### src/common/sdst_defs.svh
// Timing and encoding constants for the SDRAM self refresh controller
`ifndef SDST_DEFS_SVH
`define SDST_DEFS_SVH

`define SDST_CLK_NS 50
`define SDST_CLK_DIV 2
`define SDST_CYC_UP(ns) (((ns) + `SDST_CLK_NS - 1) / `SDST_CLK_NS)

`define SDST_T_RAS_MIN_NS 50
`define SDST_T_RAS_MAX_NS 120000
`define SDST_T_RC_NS 70
`define SDST_T_RCD_NS 20
`define SDST_T_RRD_NS 20
`define SDST_T_RP_NS 20
`define SDST_T_RFC_NS 70
`define SDST_T_XSR_NS 80
`define SDST_XSR_MIN_CLKS 2

`define SDST_RAS_MIN_CYC `SDST_CYC_UP(`SDST_T_RAS_MIN_NS)
`define SDST_RAS_SLACK_CYC 4
`define SDST_RAS_MAX_CYC (`SDST_T_RAS_MAX_NS / `SDST_CLK_NS)
`define SDST_RC_CYC `SDST_CYC_UP(`SDST_T_RC_NS)
`define SDST_RCD_CYC `SDST_CYC_UP(`SDST_T_RCD_NS)
`define SDST_RRD_CYC `SDST_CYC_UP(`SDST_T_RRD_NS)
`define SDST_RP_CYC `SDST_CYC_UP(`SDST_T_RP_NS)
`define SDST_RFC_CYC `SDST_CYC_UP(`SDST_T_RFC_NS)
`define SDST_SR_MIN_CYC `SDST_CYC_UP(`SDST_T_RAS_MIN_NS)
`define SDST_XSR_RAW_CYC `SDST_CYC_UP(`SDST_T_XSR_NS)
`define SDST_XSR_PIN_CYC (`SDST_XSR_MIN_CLKS * `SDST_CLK_DIV)
`define SDST_XSR_CYC ((`SDST_XSR_RAW_CYC > `SDST_XSR_PIN_CYC) ? \
  `SDST_XSR_RAW_CYC : `SDST_XSR_PIN_CYC)

`define SDST_ROWS 8192
`define SDST_REF_WINDOW_NS 64000000
`define SDST_CLK_STABLE_CYC 8
`define SDST_WAKE_REFS 2

`define SDST_CMD_NOP 4'h7
`define SDST_CMD_ACT 4'h3
`define SDST_CMD_READ 4'h5
`define SDST_CMD_WRITE 4'h4
`define SDST_CMD_PRE 4'h2
`define SDST_CMD_REF 4'h1
`define SDST_A10_BIT 10

`endif

### src/common/sdst_pkg.sv
// Types shared by the SDRAM self refresh controller
`default_nettype none
package sdst_pkg;

  typedef enum logic [2:0] {
    K_ACT = 3'h0,
    K_READ = 3'h1,
    K_WRITE = 3'h2,
    K_PRE = 3'h3,
    K_PRE_ALL = 3'h4,
    K_SR_ENTER = 3'h5,
    K_SR_EXIT = 3'h6
  } sdst_kind_e;

  typedef enum logic [2:0] {
    ST_RUN = 3'h0,
    ST_SR_ENTER = 3'h1,
    ST_SR_HOLD = 3'h2,
    ST_SR_CLKON = 3'h3,
    ST_SR_EXIT = 3'h4
  } sdst_state_e;

  typedef struct packed {
    sdst_kind_e kind;
    logic [1:0] bank;
    logic [12:0] addr;
  } sdst_req_s;

  // cmd is {cs_n, ras_n, cas_n, we_n}
  typedef struct packed {
    logic cke;
    logic [3:0] cmd;
    logic [1:0] ba;
    logic [12:0] addr;
  } sdst_pins_s;

endpackage

`default_nettype wire

### src/hdl/sdst_ctrl.sv
// SDRAM command sequencer with self refresh and timing guards
`timescale 1ns/1ps
`include "sdst_defs.svh"
`default_nettype none

module sdst_ctrl #(
  parameter int REF_WINDOW_NS = `SDST_REF_WINDOW_NS,
  parameter int CLK_STABLE_CYC = `SDST_CLK_STABLE_CYC
) (
  input wire logic CLK,
  input wire logic RESETN,
  input wire logic REQ_VALID,
  output logic REQ_READY,
  input wire sdst_pkg::sdst_req_s REQ,
  output logic SD_CLK,
  output sdst_pkg::sdst_pins_s SD_PINS,
  output logic SELF_REFRESH,
  output logic REFRESH_BUSY
);

  // Longest spacing between refreshes, rounded down
  localparam int REF_INT = REF_WINDOW_NS / `SDST_ROWS / `SDST_CLK_NS;
  localparam logic [11:0] REF_INT_M1 = 12'(REF_INT - 1);

  sdst_pkg::sdst_state_e state_r, state_nxt;
  sdst_pkg::sdst_pins_s pins_r, pins_nxt;
  logic ph_r, clk_run_r, clk_run_nxt;
  logic [3:0] open_r, open_nxt;
  logic [1:0] owed_r, owed_nxt;
  logic [11:0] ref_cnt_r;
  logic [3:0] rp_z, rc_z, rcd_z, rasmin_z, rasmax_z;
  logic [3:0] act_b, pre_b;
  logic rrd_z, rfc_z, sr_z, seq_z, xsr_z;

  // Pins change as SD_CLK falls, so they settle before its rise
  wire slot = ph_r;
  wire in_run = (state_r == sdst_pkg::ST_RUN);
  wire [3:0] expired = open_r & rasmax_z;
  wire [3:0] closable = open_r & rasmin_z;
  wire force_pre = |expired;
  wire need_ref = (owed_r != 2'h0);
  wire all_idle = (open_r == 4'h0) && (&rp_z) && rfc_z;
  wire [1:0] rb = REQ.bank;
  wire ref_tick = in_run && (ref_cnt_r == 12'h000);

  function automatic logic [1:0] low_idx(input logic [3:0] v);
    logic [1:0] idx;
    idx = 2'h0;
    for (int i = 3; i >= 0; i--)
      if (v[i])
        idx = 2'(i);
    return idx;
  endfunction

  wire ok_act = !open_r[rb] && rp_z[rb] && rc_z[rb] && rrd_z && rfc_z;
  wire ok_rw = open_r[rb] && rcd_z[rb];
  wire ok_pre = !open_r[rb] || rasmin_z[rb];
  wire ok_pre_all = ((open_r & ~rasmin_z) == 4'h0);

  wire user_ok =
    (REQ.kind == sdst_pkg::K_ACT) ? ok_act :
    (REQ.kind == sdst_pkg::K_READ) ? ok_rw :
    (REQ.kind == sdst_pkg::K_WRITE) ? ok_rw :
    (REQ.kind == sdst_pkg::K_PRE) ? ok_pre :
    (REQ.kind == sdst_pkg::K_PRE_ALL) ? ok_pre_all :
    (REQ.kind == sdst_pkg::K_SR_ENTER) ? all_idle :
    1'b0;

  wire run_ready = in_run && slot && !force_pre && !need_ref && user_ok;
  wire exit_ready = (state_r == sdst_pkg::ST_SR_HOLD) && sr_z &&
    (REQ.kind == sdst_pkg::K_SR_EXIT);
  assign REQ_READY = run_ready || exit_ready;
  wire accept = REQ_VALID && run_ready;

  wire do_ref = in_run && slot && !force_pre && need_ref && all_idle;
  wire rpre = in_run && slot && !force_pre && need_ref && !all_idle &&
    (|closable);
  wire fpre = in_run && slot && force_pre;
  wire upre = accept && (REQ.kind == sdst_pkg::K_PRE);
  wire upre_all = accept && (REQ.kind == sdst_pkg::K_PRE_ALL);
  wire uact = accept && (REQ.kind == sdst_pkg::K_ACT);
  wire usr = accept && (REQ.kind == sdst_pkg::K_SR_ENTER);
  wire [1:0] pre_bank = fpre ? low_idx(expired) :
    rpre ? low_idx(closable) : rb;
  wire pre_one = fpre || rpre || upre;

  always_comb
  begin
    pins_nxt = pins_r;
    state_nxt = state_r;
    clk_run_nxt = clk_run_r;
    if (slot)
    begin
      pins_nxt.cmd = `SDST_CMD_NOP;
      pins_nxt.ba = 2'h0;
      pins_nxt.addr = 13'h0000;
    end
    case (state_r)
      sdst_pkg::ST_RUN:
      begin
        pins_nxt.cke = 1'b1;
        if (pre_one)
        begin
          pins_nxt.cmd = `SDST_CMD_PRE;
          pins_nxt.ba = pre_bank;
        end
        else if (do_ref)
          pins_nxt.cmd = `SDST_CMD_REF;
        else if (upre_all)
        begin
          pins_nxt.cmd = `SDST_CMD_PRE;
          pins_nxt.addr[`SDST_A10_BIT] = 1'b1;
        end
        else if (usr)
        begin
          pins_nxt.cmd = `SDST_CMD_REF;
          pins_nxt.cke = 1'b0;
          state_nxt = sdst_pkg::ST_SR_ENTER;
        end
        else if (accept)
        begin
          pins_nxt.ba = rb;
          pins_nxt.addr = REQ.addr;
          if (uact)
            pins_nxt.cmd = `SDST_CMD_ACT;
          else
          begin
            // Auto precharge is kept off: burst length is not known here
            pins_nxt.addr[`SDST_A10_BIT] = 1'b0;
            pins_nxt.cmd = (REQ.kind == sdst_pkg::K_READ) ?
              `SDST_CMD_READ : `SDST_CMD_WRITE;
          end
        end
      end
      sdst_pkg::ST_SR_ENTER:
      begin
        // Memory has sampled entry; clock may now stop to save power
        if (slot)
        begin
          clk_run_nxt = 1'b0;
          state_nxt = sdst_pkg::ST_SR_HOLD;
        end
      end
      sdst_pkg::ST_SR_HOLD:
      begin
        pins_nxt.cke = 1'b0;
        if (REQ_VALID && exit_ready)
        begin
          clk_run_nxt = 1'b1;
          state_nxt = sdst_pkg::ST_SR_CLKON;
        end
      end
      sdst_pkg::ST_SR_CLKON:
      begin
        pins_nxt.cke = 1'b0;
        if (slot && seq_z)
        begin
          pins_nxt.cke = 1'b1;
          state_nxt = sdst_pkg::ST_SR_EXIT;
        end
      end
      sdst_pkg::ST_SR_EXIT:
      begin
        pins_nxt.cke = 1'b1;
        if (slot && xsr_z)
          state_nxt = sdst_pkg::ST_RUN;
      end
      default:
      begin
        state_nxt = sdst_pkg::ST_RUN;
        clk_run_nxt = 1'b1;
      end
    endcase
  end

  wire enter_exit = (state_r == sdst_pkg::ST_SR_CLKON) &&
    (state_nxt == sdst_pkg::ST_SR_EXIT);
  wire leave_sr = (state_r == sdst_pkg::ST_SR_EXIT) &&
    (state_nxt == sdst_pkg::ST_RUN);
  wire start_clk = (state_r == sdst_pkg::ST_SR_HOLD) &&
    (state_nxt == sdst_pkg::ST_SR_CLKON);

  // Missed deadline while one is still owed means a wake-up pair
  always_comb
  begin
    owed_nxt = owed_r - {1'b0, do_ref};
    if (leave_sr)
      owed_nxt = 2'(`SDST_WAKE_REFS);
    else if (ref_tick)
      owed_nxt = (owed_nxt == 2'h0) ? 2'h1 : 2'(`SDST_WAKE_REFS);
  end

  genvar g;
  generate
    for (g = 0; g < 4; g++)
    begin : g_bank
      assign act_b[g] = uact && (rb == 2'(g));
      assign pre_b[g] = upre_all || (pre_one && (pre_bank == 2'(g)));
      assign open_nxt[g] = act_b[g] ? 1'b1 : pre_b[g] ? 1'b0 : open_r[g];
      sdst_cnt u_rasmin (.clk(CLK), .rst_n(RESETN), .load(act_b[g]),
        .value(12'(`SDST_RAS_MIN_CYC)), .zero(rasmin_z[g]));
      sdst_cnt u_rasmax (.clk(CLK), .rst_n(RESETN), .load(act_b[g]),
        .value(12'(`SDST_RAS_MAX_CYC - `SDST_RAS_SLACK_CYC)),
        .zero(rasmax_z[g]));
      sdst_cnt u_rc (.clk(CLK), .rst_n(RESETN), .load(act_b[g]),
        .value(12'(`SDST_RC_CYC)), .zero(rc_z[g]));
      sdst_cnt u_rcd (.clk(CLK), .rst_n(RESETN), .load(act_b[g]),
        .value(12'(`SDST_RCD_CYC)), .zero(rcd_z[g]));
      sdst_cnt u_rp (.clk(CLK), .rst_n(RESETN), .load(pre_b[g]),
        .value(12'(`SDST_RP_CYC)), .zero(rp_z[g]));
    end
  endgenerate

  sdst_cnt u_rrd (.clk(CLK), .rst_n(RESETN), .load(uact),
    .value(12'(`SDST_RRD_CYC)), .zero(rrd_z));
  sdst_cnt u_rfc (.clk(CLK), .rst_n(RESETN), .load(do_ref || usr),
    .value(12'(`SDST_RFC_CYC)), .zero(rfc_z));
  sdst_cnt u_sr (.clk(CLK), .rst_n(RESETN), .load(usr),
    .value(12'(`SDST_SR_MIN_CYC)), .zero(sr_z));
  sdst_cnt u_seq (.clk(CLK), .rst_n(RESETN), .load(start_clk),
    .value(12'(CLK_STABLE_CYC)), .zero(seq_z));
  sdst_cnt u_xsr (.clk(CLK), .rst_n(RESETN), .load(enter_exit),
    .value(12'(`SDST_XSR_CYC)), .zero(xsr_z));

  always_ff @(posedge CLK or negedge RESETN)
  begin
    if (!RESETN)
    begin
      state_r <= sdst_pkg::ST_RUN;
      pins_r <= '{cke: 1'b1, cmd: `SDST_CMD_NOP, ba: 2'h0, addr: 13'h0000};
      clk_run_r <= 1'b1;
      ph_r <= 1'b0;
    end
    else
    begin
      state_r <= state_nxt;
      pins_r <= pins_nxt;
      clk_run_r <= clk_run_nxt;
      ph_r <= clk_run_r ? !ph_r : 1'b0;
    end
  end

  // Wake-up pair also covers the first refreshes after reset
  always_ff @(posedge CLK or negedge RESETN)
  begin
    if (!RESETN)
    begin
      open_r <= 4'h0;
      owed_r <= 2'(`SDST_WAKE_REFS);
      ref_cnt_r <= REF_INT_M1;
    end
    else
    begin
      open_r <= open_nxt;
      owed_r <= owed_nxt;
      ref_cnt_r <= (!in_run || ref_tick) ? REF_INT_M1 :
        ref_cnt_r - 12'h001;
    end
  end

  assign SD_CLK = ph_r;
  assign SD_PINS = pins_r;
  assign SELF_REFRESH = !in_run;
  assign REFRESH_BUSY = need_ref;

endmodule // sdst_ctrl

`default_nettype wire

### src/hdl/sdst_cnt.sv
// Loadable down counter used for command spacing
`timescale 1ns/1ps
`default_nettype none

module sdst_cnt (
  input wire logic clk,
  input wire logic rst_n,
  input wire logic load,
  input wire logic [11:0] value,
  output logic zero
);

  logic [11:0] cnt_r;

  always_ff @(posedge clk or negedge rst_n)
  begin
    if (!rst_n)
      cnt_r <= 12'h000;
    else if (load)
      cnt_r <= value;
    else if (cnt_r != 12'h000)
      cnt_r <= cnt_r - 12'h001;
  end

  assign zero = (cnt_r == 12'h000);

endmodule // sdst_cnt

`default_nettype wire

### config.mk
export PLATFORM = sky130hd
export DESIGN_NAME = sdst_ctrl
export DESIGN_NICKNAME = d
export VERILOG_FILES = /design/src/common/sdst_pkg.sv /design/src/hdl/sdst_ctrl.sv /design/src/hdl/sdst_cnt.sv
export VERILOG_INCLUDE_DIRS = /design/src /design/src/common
export SDC_FILE = /design/constraint.sdc
export NUM_CORES = 1
export LEC_CHECK = 0
export BUFFER_PORTS_ARGS = -buffer_cell sky130_fd_sc_hd__clkbuf_2
export CORE_AREA = 4 4 175 177
export CTS_CLUSTER_SIZE = 25
export DETAILED_ROUTE_END_ITERATION = 6
export DIE_AREA = 0 0 179 181
export PLACE_DENSITY = 0.87
export SLEW_MARGIN = 15
export SYNTH_ARGS = -nofsm -noshare
export SYNTH_HDL_FRONTEND = slang
export SYNTH_SLANG_ARGS = --single-unit
### constraint.sdc
create_clock -name CLK -period 8.33 [get_ports CLK]
set_input_delay 0 -clock CLK [delete_from_list [all_inputs] [get_ports CLK]]
set_output_delay 0 -clock CLK [all_outputs]
set_load 0.005 [all_outputs]
==> flow_metrics.tcl <==
set metrics [dict create \
    grt_pass1_vias 13230 \
    cts_buffers 35 \
    ys_types 75 \
    period_share_pct 49.8 \
    synth_area_um2 17200 \
    gp_congestion 0.880 \
    clk-insertion-delay-late_ns 0.53 \
    synth_fp_nets 1827 \
    r2r_cells 9 \
    fin_crit_ns 4.14 \
    hold_path_class "in2reg" \
    whs_path_depth 4 \
    drt_iter0_markers 1095 \
    vias_per_cell 5.77 \
    grt_usage_pct 22.8 \
    clock_power_share_pct 49.4 \
    antenna_found_initial 1 \
    power_frac_comb_pct 2.0 \
    end_kind "flop" \
    most-common-layout-cells "dfrtp_1 (332), nor2_1 (310), nand2_1 (150)" \
    crit_fanout 13 \
    grt_max_degree 144 \
    cts_sinks 343 \
    p_switching_uw 697 \
    slew_violations 0 \
    power_density_nw_per_um2 179 \
    p_int_uw 2730 \
    antenna_cells 0 \
    max_freq_mhz 241 \
    p_seq_share_pct 48.6 \
    seqCellArea_um2 8600 \
    required_ns 8.73 \
    clockBufferDepth 3 \
    antenna_left 0 \
    switching_share_pct 20.4 \
    fin_area_um2 19200 \
    die_h_um 181 \
    slew-limit-headroom_pct 24.1 \
    post_drt_wl_per_cell_um 16.0 \
    gr-total-overflow 0 \
    worstSetupStartpointType "flop" \
    syn_area_per_cell_um2 9.72 \
    pin_count 45 \
    area_delta_synth_final_pct 11.7 \
    grt_first_pass_wirelength_um 62300 \
    num-fill-cells 2063 \
    ir_drop_uv 105 \
    multi_input_area_um2 8050 \
    start_util_pct 58.7 \
    synth_edf_count 0 \
    place_ws_ns 4.34 \
    hold_violations 0 \
    leakage_uw 0.00820 \
    dieArea_um2 32400 \
    layout_commonest_cell "dfrtp_1" \
    drt_wl_total_um 36000 \
    ys_seq_area_share_pct 50.1 \
    syn_inst 1766 \
    drc 0 \
    path_clk_slew_ns 0.07 \
    status "completed" \
    worstMarginPinSlew_ns 1.14 \
    vias 12957 \
    worst_ep_arrival_time_ns 4.55 \
    drive_gt1_share_pct 8.52 \
    cts-htree-levels 2 \
    synthArstFlopShare_pct 100 \
    setup_ws_ns 4.19 \
    io_buffers 44 \
    tritoncts "built" \
    synth-seq-cells 343 \
    cts-root-buf "clkbuf_16" \
    setup_tns_ns 0 \
    nNetsFinal 1891 \
    synth_ff_type "dfrtp_1" \
    finalSetupViolCount 0 \
    placed_cell_area_um2 17700 \
    core_area_um2 29200 \
    die_w_um 179 \
    synth_warnings 0 \
    place_hpwl_um 23000 \
    post_cts_buffers 0 \
    post-route-util_pct 65.6 \
    grt_setup_unrepaired "no" \
    cap_violations 0 \
    drt_first_pass_iters 6 \
    skew_ns 0.0308 \
    rows 63 \
    crit_type "reg2reg" \
]
==> synthesized netlist by cell type, types with 5 or more instances <==
cell type	number	area, um2
a211oi_1	11	82.6
a21oi_1	45	225
and2_1	6	37.5
and3_1	5	31.3
and4_1	6	52.6
buf_2	13	65.1
buf_4	6	45.0
clkbuf_1	18	67.6
dfrtp_1	332	8310
dfstp_2	11	289
ha_1	40	500
inv_1	81	304
mux2i_1	16	160
nand2_1	150	563
nand2b_1	35	219
nand3_1	31	155
nand3b_1	6	45.0
nand4_1	12	75.1
nand4b_1	5	43.8
nor2_1	311	1170
nor2b_1	18	113
nor3_1	97	485
nor3b_1	10	75.1
nor4_1	61	382
nor4b_1	11	96.3
o21ai_0	38	190
o2bb2ai_1	15	131
o31ai_1	6	45.0
or2_2	10	62.6
or3_1	30	188
or4_1	27	203
or4b_2	5	50.1
xnor2_1	149	1310
xor2_1	85	744
==> power groups by stage <==
| stage | Combinational [uW] | Sequential (uW) | Clock [uW] |
|---|---|---|---|
| 2_1_floorplan | 15.4 | 1700 | 0 |
| 3_3_place_gp | 58.2 | 1700 | 0 |
| 3_5_place_dp | 59.3 | 1700 | 0 |
| 4_1_cts | 67.3 | 1670 | 1720 |
| 5_1_grt | 76.5 | 1660 | 1800 |
| 6_report | 66.9 | 1670 | 1690 |
==> cell type report <==
cell class | instances | area share [%]
sequential | 343 | 44.8
multi-input combinational | 1300 | 42.0
clock buffer | 48 | 5.30
tap | 390 | 2.55
timing repair buffer | 69 | 2.51
inverter | 81 | 1.59
clock inverter | 14 | 1.25
==> through the flow <==
step           hold slack, ns  instances  power [uW]
3_3_place_gp            0.142       2163        1750
6_report               0.0740       2245        3420
3_5_place_dp            0.146       2163        1760
4_1_cts                0.0295       2245        3450
5_1_grt                0.0852       2245        3540
2_1_floorplan          -0.296       1766        1710
==> final timing paths <==
kind | end | from | slack [ns]
max in group asynchronous | g_bank[2].u_rasmax.cnt_r[5] | RESETN | 6.19
worst max-delay path | SD_PINS[5] | g_bank[2].u_rasmin.cnt_r[4] | 4.19
worst max register to register | SD_PINS[5] | g_bank[2].u_rasmin.cnt_r[4] | 4.19
worst min register to register | ref_cnt_r[0] | ref_cnt_r[0] | 0.46
worst min-delay path | SD_PINS[17] | REQ[15] | 0.07
min in group asynchronous | SD_PINS[5] | RESETN | 0.14
==> routing by layer <==
layer / wire (um) / global-route usage, % / up-vias
met1: 14900 / 29.3 / 6330
met3: 2250 / 4.54 / 101
met4: 1020 / 7.22 / 2
met5: 7 / 0 / -
met2: 17900 / 38.8 / 371
li1: - / - / 6153
==> flip-flops by register name (all words and copies together), names as in the netlist, 20 cells and up <==
| signal | count |
|---|---|
| g_bank.u_rasmin.cnt_r | 48 |
| g_bank.u_rp.cnt_r | 48 |
| g_bank.u_rc.cnt_r | 48 |
| g_bank.u_rcd.cnt_r | 48 |
| SD_PINS | 20 |
| g_bank.u_rasmax.cnt_r | 48 |
==> critical path, stage by stage, from the launching register on <==
cell and delay, ns:
dfrtp_1 0.42, nor4_1 0.69, nand4_1 0.56, a22o_1 0.39, o211a_1 0.21, a211oi_1 0.18, a211oi_1 0.14, nor3_4 0.40
nand3_1 0.55, o2bb2ai_1 0.48
==> logic make-up after synthesis <==
kind of cell / share of synthesized area, %
adder cells (fa/ha/maj): 2.92
AND/OR/NAND/NOR: 25.1
XOR/XNOR: 11.9
multiplexers: 1.26
buffers and inverters: 3.05
AO/OA/AOI/OAI: 5.59
flip-flops: 50.1
==> timing repair <==
item	CTS	global route
hold buffers	20	0
hold endpoints to repair	131	0
resized for setup	0	0
(Power assumes the default switching activity.)
